==> src/icc_pkg.sv <==
// package: chip configuration word layout and shared constants
package icc_pkg;
  // ****************************************
  // word and staging layout
  // ****************************************
  localparam int CFG_W = 32;            // configuration word width
  localparam int BYTE_W = 8;            // master staging byte width
  localparam int NBYTES = 4;            // bytes per word
  localparam logic [31:0] CFG_RESET = 32'h0000_0000; // value after reset
  localparam logic [31:0] CFG_RSVD_MASK = 32'hFFE0_0000; // bits 31..21
  // ****************************************
  // field positions
  // ****************************************
  localparam int B_NCO_SYNC = 20;       // carrier external sync enable
  localparam int B_DEC_SYNC = 19;       // decimation external sync enable
  localparam int B_FMT = 18;            // input format
  localparam int B_MODE = 17;           // input mode
  localparam int SG_HI = 16;            // shift gain msb
  localparam int SG_LO = 13;            // shift gain lsb
  localparam int DEC_HI = 12;           // decimation preload msb
  localparam int DEC_LO = 7;            // decimation preload lsb
  localparam int B_BYPASS = 6;          // filter bypass
  localparam int OFB_HI = 5;            // offset length msb
  localparam int OFB_LO = 4;            // offset length lsb
  localparam int B_SYNCSEL = 3;         // sync output clock select
  localparam int B_CLR_ACC = 2;         // clear phase accumulator
  localparam int B_OFS_EN = 1;          // offset frequency enable
  localparam int B_LOAD_ZERO = 0;       // zero feedback on carrier load
  localparam int B_BE_SYNC_RST = 22;    // back-end word: sync resets all
  localparam logic [4:0] SG_MAX = 5'h0F; // shift saturation
  localparam logic [5:0] DEC_MIN = 6'h03; // factor 4 minus one
  localparam logic [5:0] DEC_MAX = 6'h1F; // factor 32 minus one
  // ****************************************
  // host register map (designer's own)
  // ****************************************
  localparam logic [3:0] A_DATA = 4'h0; // not decoded by the host; writes ignored, reads zero
  localparam logic [3:0] A_CMD = 4'h1;  // commit/select byte count
  localparam logic [3:0] A_STAT = 4'h2; // status read
  localparam logic [3:0] A_CFG = 4'h3;  // read back last word sent
endpackage : icc_pkg

==> src/icc_if.sv <==
// interface: byte-wise configuration link between host and device
`timescale 1ns/100ps
`default_nettype none
interface icc_if;
  logic [7:0] wr_byte;   // staging byte
  logic byte_stb;        // byte strobe into master register
  logic load_stb;        // transfer master register to config word
  logic clk_run;         // front-end clock present
  modport dev (input wr_byte, input byte_stb, input load_stb,
               output clk_run);
  modport host (output wr_byte, output byte_stb, output load_stb,
                input clk_run);
endinterface : icc_if
`default_nettype wire

==> src/icc_sat_add.sv <==
// module: saturating shift-gain adder
`timescale 1ns/100ps
`default_nettype none
module icc_sat_add
  import icc_pkg::*;
(
  // operands
  input wire logic [3:0] field,
  input wire logic [2:0] pins,
  // result
  output logic [3:0] sum
);
  logic [4:0] raw; // unsaturated sum
  // ****************************************
  // add and clamp
  // ****************************************
  always_comb begin
    raw = {1'b0, field} + {2'b00, pins};
    sum = (raw > SG_MAX) ? 4'hF : raw[3:0];
  end
endmodule : icc_sat_add
`default_nettype wire

==> src/icc_device.sv <==
// module: device end, chip configuration word and its effects
`timescale 1ns/100ps
`default_nettype none
module icc_device
  import icc_pkg::*;
(
  // clock and reset
  input wire logic mclk,
  input wire logic rst_n,
  // configuration link
  icc_if.dev link,
  // pins
  input wire logic clk_present,
  input wire logic ext_sync_in,
  input wire logic [2:0] gain_adjust_pins,
  input wire logic input_sample_enable,
  input wire logic offset_freq_serial_data,
  input wire logic offset_freq_serial_frame,
  // other control words feeding this block
  input wire logic [31:0] center_freq_hold,
  input wire logic [15:0] phase_hold,
  input wire logic cw5_write,
  input wire logic freq_write,
  input wire logic [31:0] back_end_config_word,
  // sample path
  input wire logic [13:0] sample_in,
  input wire logic [37:0] shifter_out,
  // decoded configuration
  output logic [31:0] cfg_word,
  output logic [13:0] sample_tc,
  output logic interp_mode,
  output logic [3:0] total_shift,
  output logic [5:0] dec_count,
  output logic dec_valid,
  output logic bypass,
  output logic [23:0] bypass_data,
  output logic syncout_sel_be,
  // carrier oscillator
  output logic [31:0] center_freq_act,
  output logic [15:0] phase_act,
  output logic [31:0] offset_freq,
  output logic [31:0] phase_acc,
  output logic full_reset
);
  logic [31:0] stage_q;   // master staging register
  logic [31:0] cfg_q;     // active configuration word
  logic sync_pend_q;      // external load waiting for oscillator update
  logic cpu_pend_q;       // processor load waiting for update
  logic [5:0] dec_q;      // decimation counter
  logic [31:0] ofs_shift_q; // offset serial shift register
  logic [31:0] ofs_q;     // captured offset
  logic [31:0] fc_q;      // active center frequency
  logic [15:0] ph_q;      // active phase
  logic [31:0] acc_q;     // phase accumulator
  logic [13:0] samp_q;    // converted sample
  logic [23:0] byp_q;     // bypass data
  logic nco_upd;          // oscillator advances this cycle
  logic do_load;          // apply held frequency/phase
  logic zero_fb;          // feedback forced to zero
  logic [5:0] ofs_bits;   // selected offset length
  logic [31:0] fb;        // accumulator feedback
  assign link.clk_run = clk_present;
  assign nco_upd = input_sample_enable;
  // ****************************************
  // byte staging and atomic load
  // ****************************************
  // staging shifts in bytes, low byte last; load copies the word with reserved bits 31..21 cleared
  always_ff @(posedge mclk) begin
    if (!rst_n) begin
      stage_q <= CFG_RESET;
    end else if (link.byte_stb && clk_present) begin
      stage_q <= {stage_q[23:0], link.wr_byte};
    end
  end
  always_ff @(posedge mclk) begin
    if (!rst_n) begin
      cfg_q <= CFG_RESET;
    end else if (link.load_stb && clk_present) begin
      cfg_q <= stage_q & ~CFG_RSVD_MASK;
    end
  end
  assign cfg_word = cfg_q;
  // ****************************************
  // input section
  // ****************************************
  // offset binary flips msb into two's complement
  always_ff @(posedge mclk) begin
    if (!rst_n) begin
      samp_q <= 14'h0000;
    end else begin
      samp_q <= cfg_q[B_FMT] ? {~sample_in[13], sample_in[12:0]}
                             : sample_in;
    end
  end
  assign sample_tc = samp_q;
  assign interp_mode = cfg_q[B_MODE];
  icc_sat_add u_gain (
    .field(cfg_q[SG_HI:SG_LO]),
    .pins(gain_adjust_pins),
    .sum(total_shift)
  );
  // ****************************************
  // decimation counter and bypass
  // ****************************************
  always_ff @(posedge mclk) begin
    if (!rst_n || full_reset) begin
      dec_q <= 6'h00;
    end else if (ext_sync_in && cfg_q[B_DEC_SYNC]) begin
      dec_q <= cfg_q[DEC_HI:DEC_LO];
    end else if (input_sample_enable) begin
      dec_q <= (dec_q == 6'h00) ? cfg_q[DEC_HI:DEC_LO] : dec_q - 6'h01;
    end
  end
  assign dec_count = dec_q;
  assign dec_valid = (cfg_q[DEC_HI:DEC_LO] >= DEC_MIN) &&
                     (cfg_q[DEC_HI:DEC_LO] <= DEC_MAX);
  always_ff @(posedge mclk) begin
    if (!rst_n) begin
      byp_q <= 24'h000000;
    end else if (cfg_q[B_BYPASS]) begin
      byp_q <= shifter_out[23:0];
    end
  end
  assign bypass = cfg_q[B_BYPASS];
  assign bypass_data = byp_q;
  assign syncout_sel_be = cfg_q[B_SYNCSEL];
  // sync with the back-end reset bit clears both halves
  assign full_reset = ext_sync_in &&
                      back_end_config_word[B_BE_SYNC_RST];
  // ****************************************
  // offset frequency serial load
  // ****************************************
  always_comb begin
    case (cfg_q[OFB_HI:OFB_LO])
      2'b00: ofs_bits = 6'h08;
      2'b01: ofs_bits = 6'h10;
      2'b10: ofs_bits = 6'h18;
      default: ofs_bits = 6'h20;
    endcase
  end
  always_ff @(posedge mclk) begin
    if (!rst_n) begin
      ofs_shift_q <= 32'h0000_0000;
      ofs_q <= 32'h0000_0000;
    end else if (offset_freq_serial_frame) begin
      ofs_q <= ofs_shift_q << (6'h20 - ofs_bits);
      ofs_shift_q <= 32'h0000_0000;
    end else begin
      ofs_shift_q <= {ofs_shift_q[30:0], offset_freq_serial_data};
    end
  end
  assign offset_freq = cfg_q[B_OFS_EN] ? ofs_q : 32'h0000_0000;
  // ****************************************
  // carrier load pending and accumulator
  // ****************************************
  // loads wait for an enabled oscillator update
  always_ff @(posedge mclk) begin
    if (!rst_n) begin
      sync_pend_q <= 1'b0;
      cpu_pend_q <= 1'b0;
    end else begin
      sync_pend_q <= (ext_sync_in && cfg_q[B_NCO_SYNC]) ||
                     (sync_pend_q && !nco_upd);
      cpu_pend_q <= cw5_write || freq_write || (cpu_pend_q && !nco_upd);
    end
  end
  assign do_load = nco_upd && (sync_pend_q || cpu_pend_q);
  assign zero_fb = cfg_q[B_CLR_ACC] ||
                   (do_load && cfg_q[B_LOAD_ZERO]);
  assign fb = zero_fb ? 32'h0000_0000 : acc_q;
  always_ff @(posedge mclk) begin
    if (!rst_n || full_reset) begin
      fc_q <= 32'h0000_0000;
      ph_q <= 16'h0000;
    end else if (do_load) begin
      fc_q <= center_freq_hold;
      ph_q <= phase_hold;
    end
  end
  always_ff @(posedge mclk) begin
    if (!rst_n || full_reset) begin
      acc_q <= 32'h0000_0000;
    end else if (nco_upd || zero_fb) begin
      acc_q <= fb + (nco_upd ? fc_q + offset_freq : 32'h0000_0000);
    end
  end
  assign center_freq_act = fc_q;
  assign phase_act = ph_q;
  assign phase_acc = acc_q;
endmodule : icc_device
`default_nettype wire

==> src/flat_wrapper.sv <==
// flat-port wrapper written by rule: the top's interface ports become plain ports
module icc_device_flat import icc_pkg::*;
  (mclk, rst_n, clk_present, ext_sync_in, gain_adjust_pins, input_sample_enable, offset_freq_serial_data, offset_freq_serial_frame, center_freq_hold, phase_hold, cw5_write, freq_write, back_end_config_word, sample_in, shifter_out, cfg_word, sample_tc, interp_mode, total_shift, dec_count, dec_valid, bypass, bypass_data, syncout_sel_be, center_freq_act, phase_act, offset_freq, phase_acc, full_reset, link_wr_byte, link_byte_stb, link_load_stb, link_clk_run);
  icc_if link_i ();
  input wire logic mclk;
  input wire logic rst_n;
  input wire logic clk_present;
  input wire logic ext_sync_in;
  input wire logic [2:0] gain_adjust_pins;
  input wire logic input_sample_enable;
  input wire logic offset_freq_serial_data;
  input wire logic offset_freq_serial_frame;
  input wire logic [31:0] center_freq_hold;
  input wire logic [15:0] phase_hold;
  input wire logic cw5_write;
  input wire logic freq_write;
  input wire logic [31:0] back_end_config_word;
  input wire logic [13:0] sample_in;
  input wire logic [37:0] shifter_out;
  output logic [31:0] cfg_word;
  output logic [13:0] sample_tc;
  output logic interp_mode;
  output logic [3:0] total_shift;
  output logic [5:0] dec_count;
  output logic dec_valid;
  output logic bypass;
  output logic [23:0] bypass_data;
  output logic syncout_sel_be;
  output logic [31:0] center_freq_act;
  output logic [15:0] phase_act;
  output logic [31:0] offset_freq;
  output logic [31:0] phase_acc;
  output logic full_reset;
  input wire logic [$bits(link_i.wr_byte)-1:0] link_wr_byte;
  input wire logic [$bits(link_i.byte_stb)-1:0] link_byte_stb;
  input wire logic [$bits(link_i.load_stb)-1:0] link_load_stb;
  output wire logic [$bits(link_i.clk_run)-1:0] link_clk_run;
  assign link_i.wr_byte = link_wr_byte;
  assign link_i.byte_stb = link_byte_stb;
  assign link_i.load_stb = link_load_stb;
  assign link_clk_run = link_i.clk_run;
  icc_device u_core (.mclk(mclk), .rst_n(rst_n), .link(link_i), .clk_present(clk_present), .ext_sync_in(ext_sync_in), .gain_adjust_pins(gain_adjust_pins), .input_sample_enable(input_sample_enable), .offset_freq_serial_data(offset_freq_serial_data), .offset_freq_serial_frame(offset_freq_serial_frame), .center_freq_hold(center_freq_hold), .phase_hold(phase_hold), .cw5_write(cw5_write), .freq_write(freq_write), .back_end_config_word(back_end_config_word), .sample_in(sample_in), .shifter_out(shifter_out), .cfg_word(cfg_word), .sample_tc(sample_tc), .interp_mode(interp_mode), .total_shift(total_shift), .dec_count(dec_count), .dec_valid(dec_valid), .bypass(bypass), .bypass_data(bypass_data), .syncout_sel_be(syncout_sel_be), .center_freq_act(center_freq_act), .phase_act(phase_act), .offset_freq(offset_freq), .phase_acc(phase_acc), .full_reset(full_reset));
endmodule
==> config.mk <==
export PLATFORM = sky130hd
export DESIGN_NAME = icc_device_flat
export DESIGN_NICKNAME = d
export VERILOG_FILES = /design/src/icc_pkg.sv /design/src/icc_if.sv /design/src/icc_sat_add.sv /design/src/icc_device.sv /design/src/flat_wrapper.sv
export SDC_FILE = /design/constraint.sdc
export NUM_CORES = 1
export LEC_CHECK = 0
export BUFFER_PORTS_ARGS = -buffer_cell sky130_fd_sc_hd__buf_4
export CAP_MARGIN = 20
export CORE_MARGIN = 2
export CORE_UTILIZATION = 50
export CTS_CLUSTER_SIZE = 25
export DETAILED_ROUTE_END_ITERATION = 16
export PLACE_DENSITY = 0.77
export REMOVE_ABC_BUFFERS = 1
export SLEW_MARGIN = 20
export SYNTH_ARGS = -nofsm -noshare
export SYNTH_HDL_FRONTEND = slang
export SYNTH_SLANG_ARGS = --single-unit
==> constraint.sdc <==
create_clock -name mclk -period 6 [get_ports mclk]
set_input_delay 0.3 -clock mclk [delete_from_list [all_inputs] [get_ports mclk]]
set_output_delay 0.3 -clock mclk [all_outputs]
set_load 0.02 [all_outputs]
==> flow_summary.yaml <==
status:
  outcome: "finished clean"
global_routing:
  antenna_found_initial: 0
  grt_pass1_wl_mm: 56.0
  busiest_layer: "met2"
  grtUsageMet3: 0.0521
  use_met2: 0.455
  grt-ovfl-total: 0
  grt_pass1_vias: 11309
  grt_use_met1: 0.317
  track_usage: 0.260
  grt_start_max_net_pins: 103
synth:
  synth_top_area_share: 0.377
  avgSynthCellArea_um2: 8.18
  synth_cell_types: 72
  synth_edf_count: 0
  yosys_warnings: 0
  yosys.area_share.simple: 0.242
  syn_inst: 1508
  synth_xor_area_frac: 0.0263
  post-synth-top-count-cell: "nand2_1"
  ys_top_cells_by_count: "nand2_1 (283), dfxtp_1 (232), a21oi_1 (129), and2_1 (117), clkbuf_1 (76)"
  synthMuxAreaShare: 0.0467
  synth.area.top_cells: "dfxtp_1 (38%), nand2_1 (8.6%), ha_1 (6.8%)"
  ys_seq_area_frac: 0.377
  synth_top_family_by_area: "simple AND/OR/NAND/NOR gates"
  yosysTopAreaCell: "dfxtp_1"
  synth_fa_ha_area_frac: 0.0729
  synth_compound_area_frac: 0.192
  synth_ff_type: "dfxtp_1"
  synthArstFlopShare: 0
  syn_area_mm2: 0.0123
  synth_seq_cells: 232
floorplan:
  rows: 57
  dieWidth_um: 161
  core_area_mm2: 0.0242
  die_area_mm2: 0.0259
  pin_count: 352
  die_h_um: 161
  initial_core_util: 0.509
pwr:
  p_total_mw: 3.68
  p_clk_frac: 0.444
  p_sw_frac: 0.252
  comb_power_share: 0.119
  switching_power_uw: 928
  seq_power_share: 0.438
  vdd_drop_max_v: 0.000223
  leakage_nw: 7.11
  power.density_mw_per_mm2: 228
  power.internal_mw: 2.75
timing:
  layout_min_cycle_time_ns: 5.61
  finalCritPeriodShare: 0.935
  hold_slack_ns: 0.0111
  fin_skew_ns: 0.0271
  fin_setup_tns_ns: 0
  slew_viol_final: 0
  setup_viol_count_final: 0
  hold_violations: 0
  max_freq_ghz: 0.178
  fin_ws_ns: 0.392
  worstMarginPinSlew_ns: 1.06
  slew_headroom: 0.293
flow_run:
  maxCapViolCount: 0
clock_network:
  cts-htree-levels: 1
  clockBufferDepth: 3
  clk_pin_slew_ns: 0.06
  cts_buffers: 25
  cts-root-buf: "clkbuf_16"
  cts_tree: "yes"
  cts_sinks: 232
  clkLatencyLatePin_ns: 0.55
placed_design:
  place_congestion: 0.968
  pre_cts_ws_ns: 0.186
  port_buffers: 295
  dp_hpwl_mm: 24.9
detailed_routing:
  drtIter0Drc: 645
  drt_pass1_iterations: 7
  wl_mm: 35.2
  drc_errors: 0
  routed-via-count: 11714
  wl_per_cell_um: 16.3
  viasPerCell: 5.44
  ant_nets: 0
worst_setup_path:
  crit_arrival_ns: 6.04
  r2r_slack_ns: 0.39
  crit_fanout: 25
  cp-end-kind: "flop"
  cp-start-kind: "flop"
  cp.required_ns: 6.44
  timing.rr.start: "u_core.cfg_word[1]"
  slowest_stage: "a221o_1"
  critPathKind: "flop to flop"
  regToRegEndpoint: "u_core.phase_acc[31]"
  crit_path_frequent_cell: "a21o_1"
  path_cells: "buf_4 -> and2_1 -> ha_1 -> a21o_1 -> a21oi_1 -> nor2_1 -> a311oi_2 -> a21oi_2 -> o21ai_0 -> a21oi_2 -> o31a_1 -> a211oi_1 -> ha_1 -> a21o_1 -> a21o_1 -> a211oi_1 -> nand3_1 -> a221o_1 -> nand3_1 -> a31oi_1 -> o211a_1 -> o41a_1"
  cpPeakStageDelay_ns: 0.44
  ff2ff_path_depth: 22
hold_path:
  holdCritPathClass: "input pin to flop"
  worstHoldEndpoint: "u_core.center_freq_act[19]"
  worstHoldPathCells: 3
  hp-start: "center_freq_hold[19]"
layout:
  nets: 2037
  fillers: 1993
  drive_gt1_frac: 0.204
  n_antenna_cell: 0
  syn2layout_area_growth_pct: 30.8
## worst max-delay path by stage
| stage | to | cells after the start | startpoint | slack [ns] |
|---|---|---|---|---|
| detailed placement | u_core.phase_acc[30] | 23 | u_core.cfg_word[1] | 0.19 |
| floorplan | u_core.phase_acc[31] | 14 | input_sample_enable | 0.18 |
| finish | u_core.phase_acc[31] | 22 | u_core.cfg_word[1] | 0.39 |
| global placement | u_core.phase_acc[31] | 23 | u_core.cfg_word[1] | 0.43 |
| global route | u_core.phase_acc[31] | 22 | u_core.cfg_word[1] | -0.09 |
| CTS | u_core.phase_acc[30] | 23 | u_core.cfg_word[1] | 0.19 |
## flip-flops by register name, summed over array words and instances (netlist names)
register,flops
u_core.phase_act,16
u_core.ofs_shift_q,32
u_core.center_freq_act,32
u_core.stage_q,21
u_core.sync_pend_q,1
u_core.bypass_data,24
u_core.cfg_word,21
u_core.sample_tc,14
u_core.dec_count,6
u_core.phase_acc,32
u_core.ofs_q,32
u_core.cpu_pend_q,1
## routing by layer
metal,up-vias,part of all wire
li1,5791,-
met1,5473,0.41
met2,377,0.49
met3,73,0.063
met4,0,0.038
met5,-,0
## placed cells by master (no fill, tap or decap), types with 5 or more instances in the layout
cell           synthesis  final
a211oi_1              16     15
a21boi_0              44     43
a21o_1                29     29
a21oi_1              129    126
a22o_1                 8      8
a22oi_1                6      6
a31oi_1               15     15
and2_1               117    117
and3_1                 8      8
buf_4                 15    309
clkbuf_1              76      5
clkbuf_16              0     25
conb_1                 1     11
dfxtp_1              232    230
dlygate4sd3_1          0     53
ha_1                  67     67
inv_1                 29     29
mux2i_1               53     53
nand2_1              283    282
nand2b_1              10     10
nand3_1               19     19
nand4_1                9      9
nor2_1                70     68
nor2b_1               53     52
nor3_1                23     23
o211a_1                9      9
o211ai_1               7      7
o21a_1                12     12
o21ai_0               51     50
or3_1                  8      8
xnor2_1               21     21
xor2_1                16     16
## area by class of cell
class	instances	area, um2	area share
clock inverters	12	183	0.0113
clock buffers	33	686	0.0425
repair buffers	362	2850	0.177
inverters	30	113	0.00698
multi-input cells	1162	7250	0.449
well taps	324	405	0.0251
flip-flops and latches	232	4650	0.288
## per-stage QoR
| step | instances | cell area [um2] | util |
|---|---|---|---|
| detailed placement | 2054 | 14700 | 0.606 |
| finish | 2155 | 16100 | 0.665 |
| floorplan | 1424 | 12000 | - |
| global route | 2155 | 16100 | 0.665 |
| global placement | 2054 | 14700 | 0.606 |
| CTS | 2152 | 16100 | 0.664 |
## repair_timing
action	4_1_cts	5_1_grt
endpoints found under the hold margin	52	0
setup buffers	0	3
hold buffers	53	0
gates resized for setup	0	6
setup endpoints to repair	0	7
## power groups by stage
stage / Clock, mW / Combinational (mW) / Sequential, mW
floorplan: 0 / 0.188 / 1.67
global placement: 0 / 0.393 / 1.64
detailed placement: 0 / 0.401 / 1.64
CTS: 1.66 / 0.432 / 1.61
global route: 1.73 / 0.472 / 1.61
finish: 1.63 / 0.437 / 1.61
## worst max-delay path, delay by kind of cell (launching register included)
kind	cells	cell delay, ns
and+or+nand+nor	4	0.57
DFF	1	0.40
AOI/OAI and AO/OA	15	3.67
adders and majority gates	2	0.64
buffers and inverters	1	0.25
## kinds of logic (layout without fill, tap and decap cells)
family,count (synthesis),count (layout)
simple gates,622,622
compound gates,365,365
flops,232,232
buf+inv,124,437
fa+ha+maj,70,70
mux,57,57
xor+xnor,37,37
other cells,1,11
(Power assumes the default switching activity.)
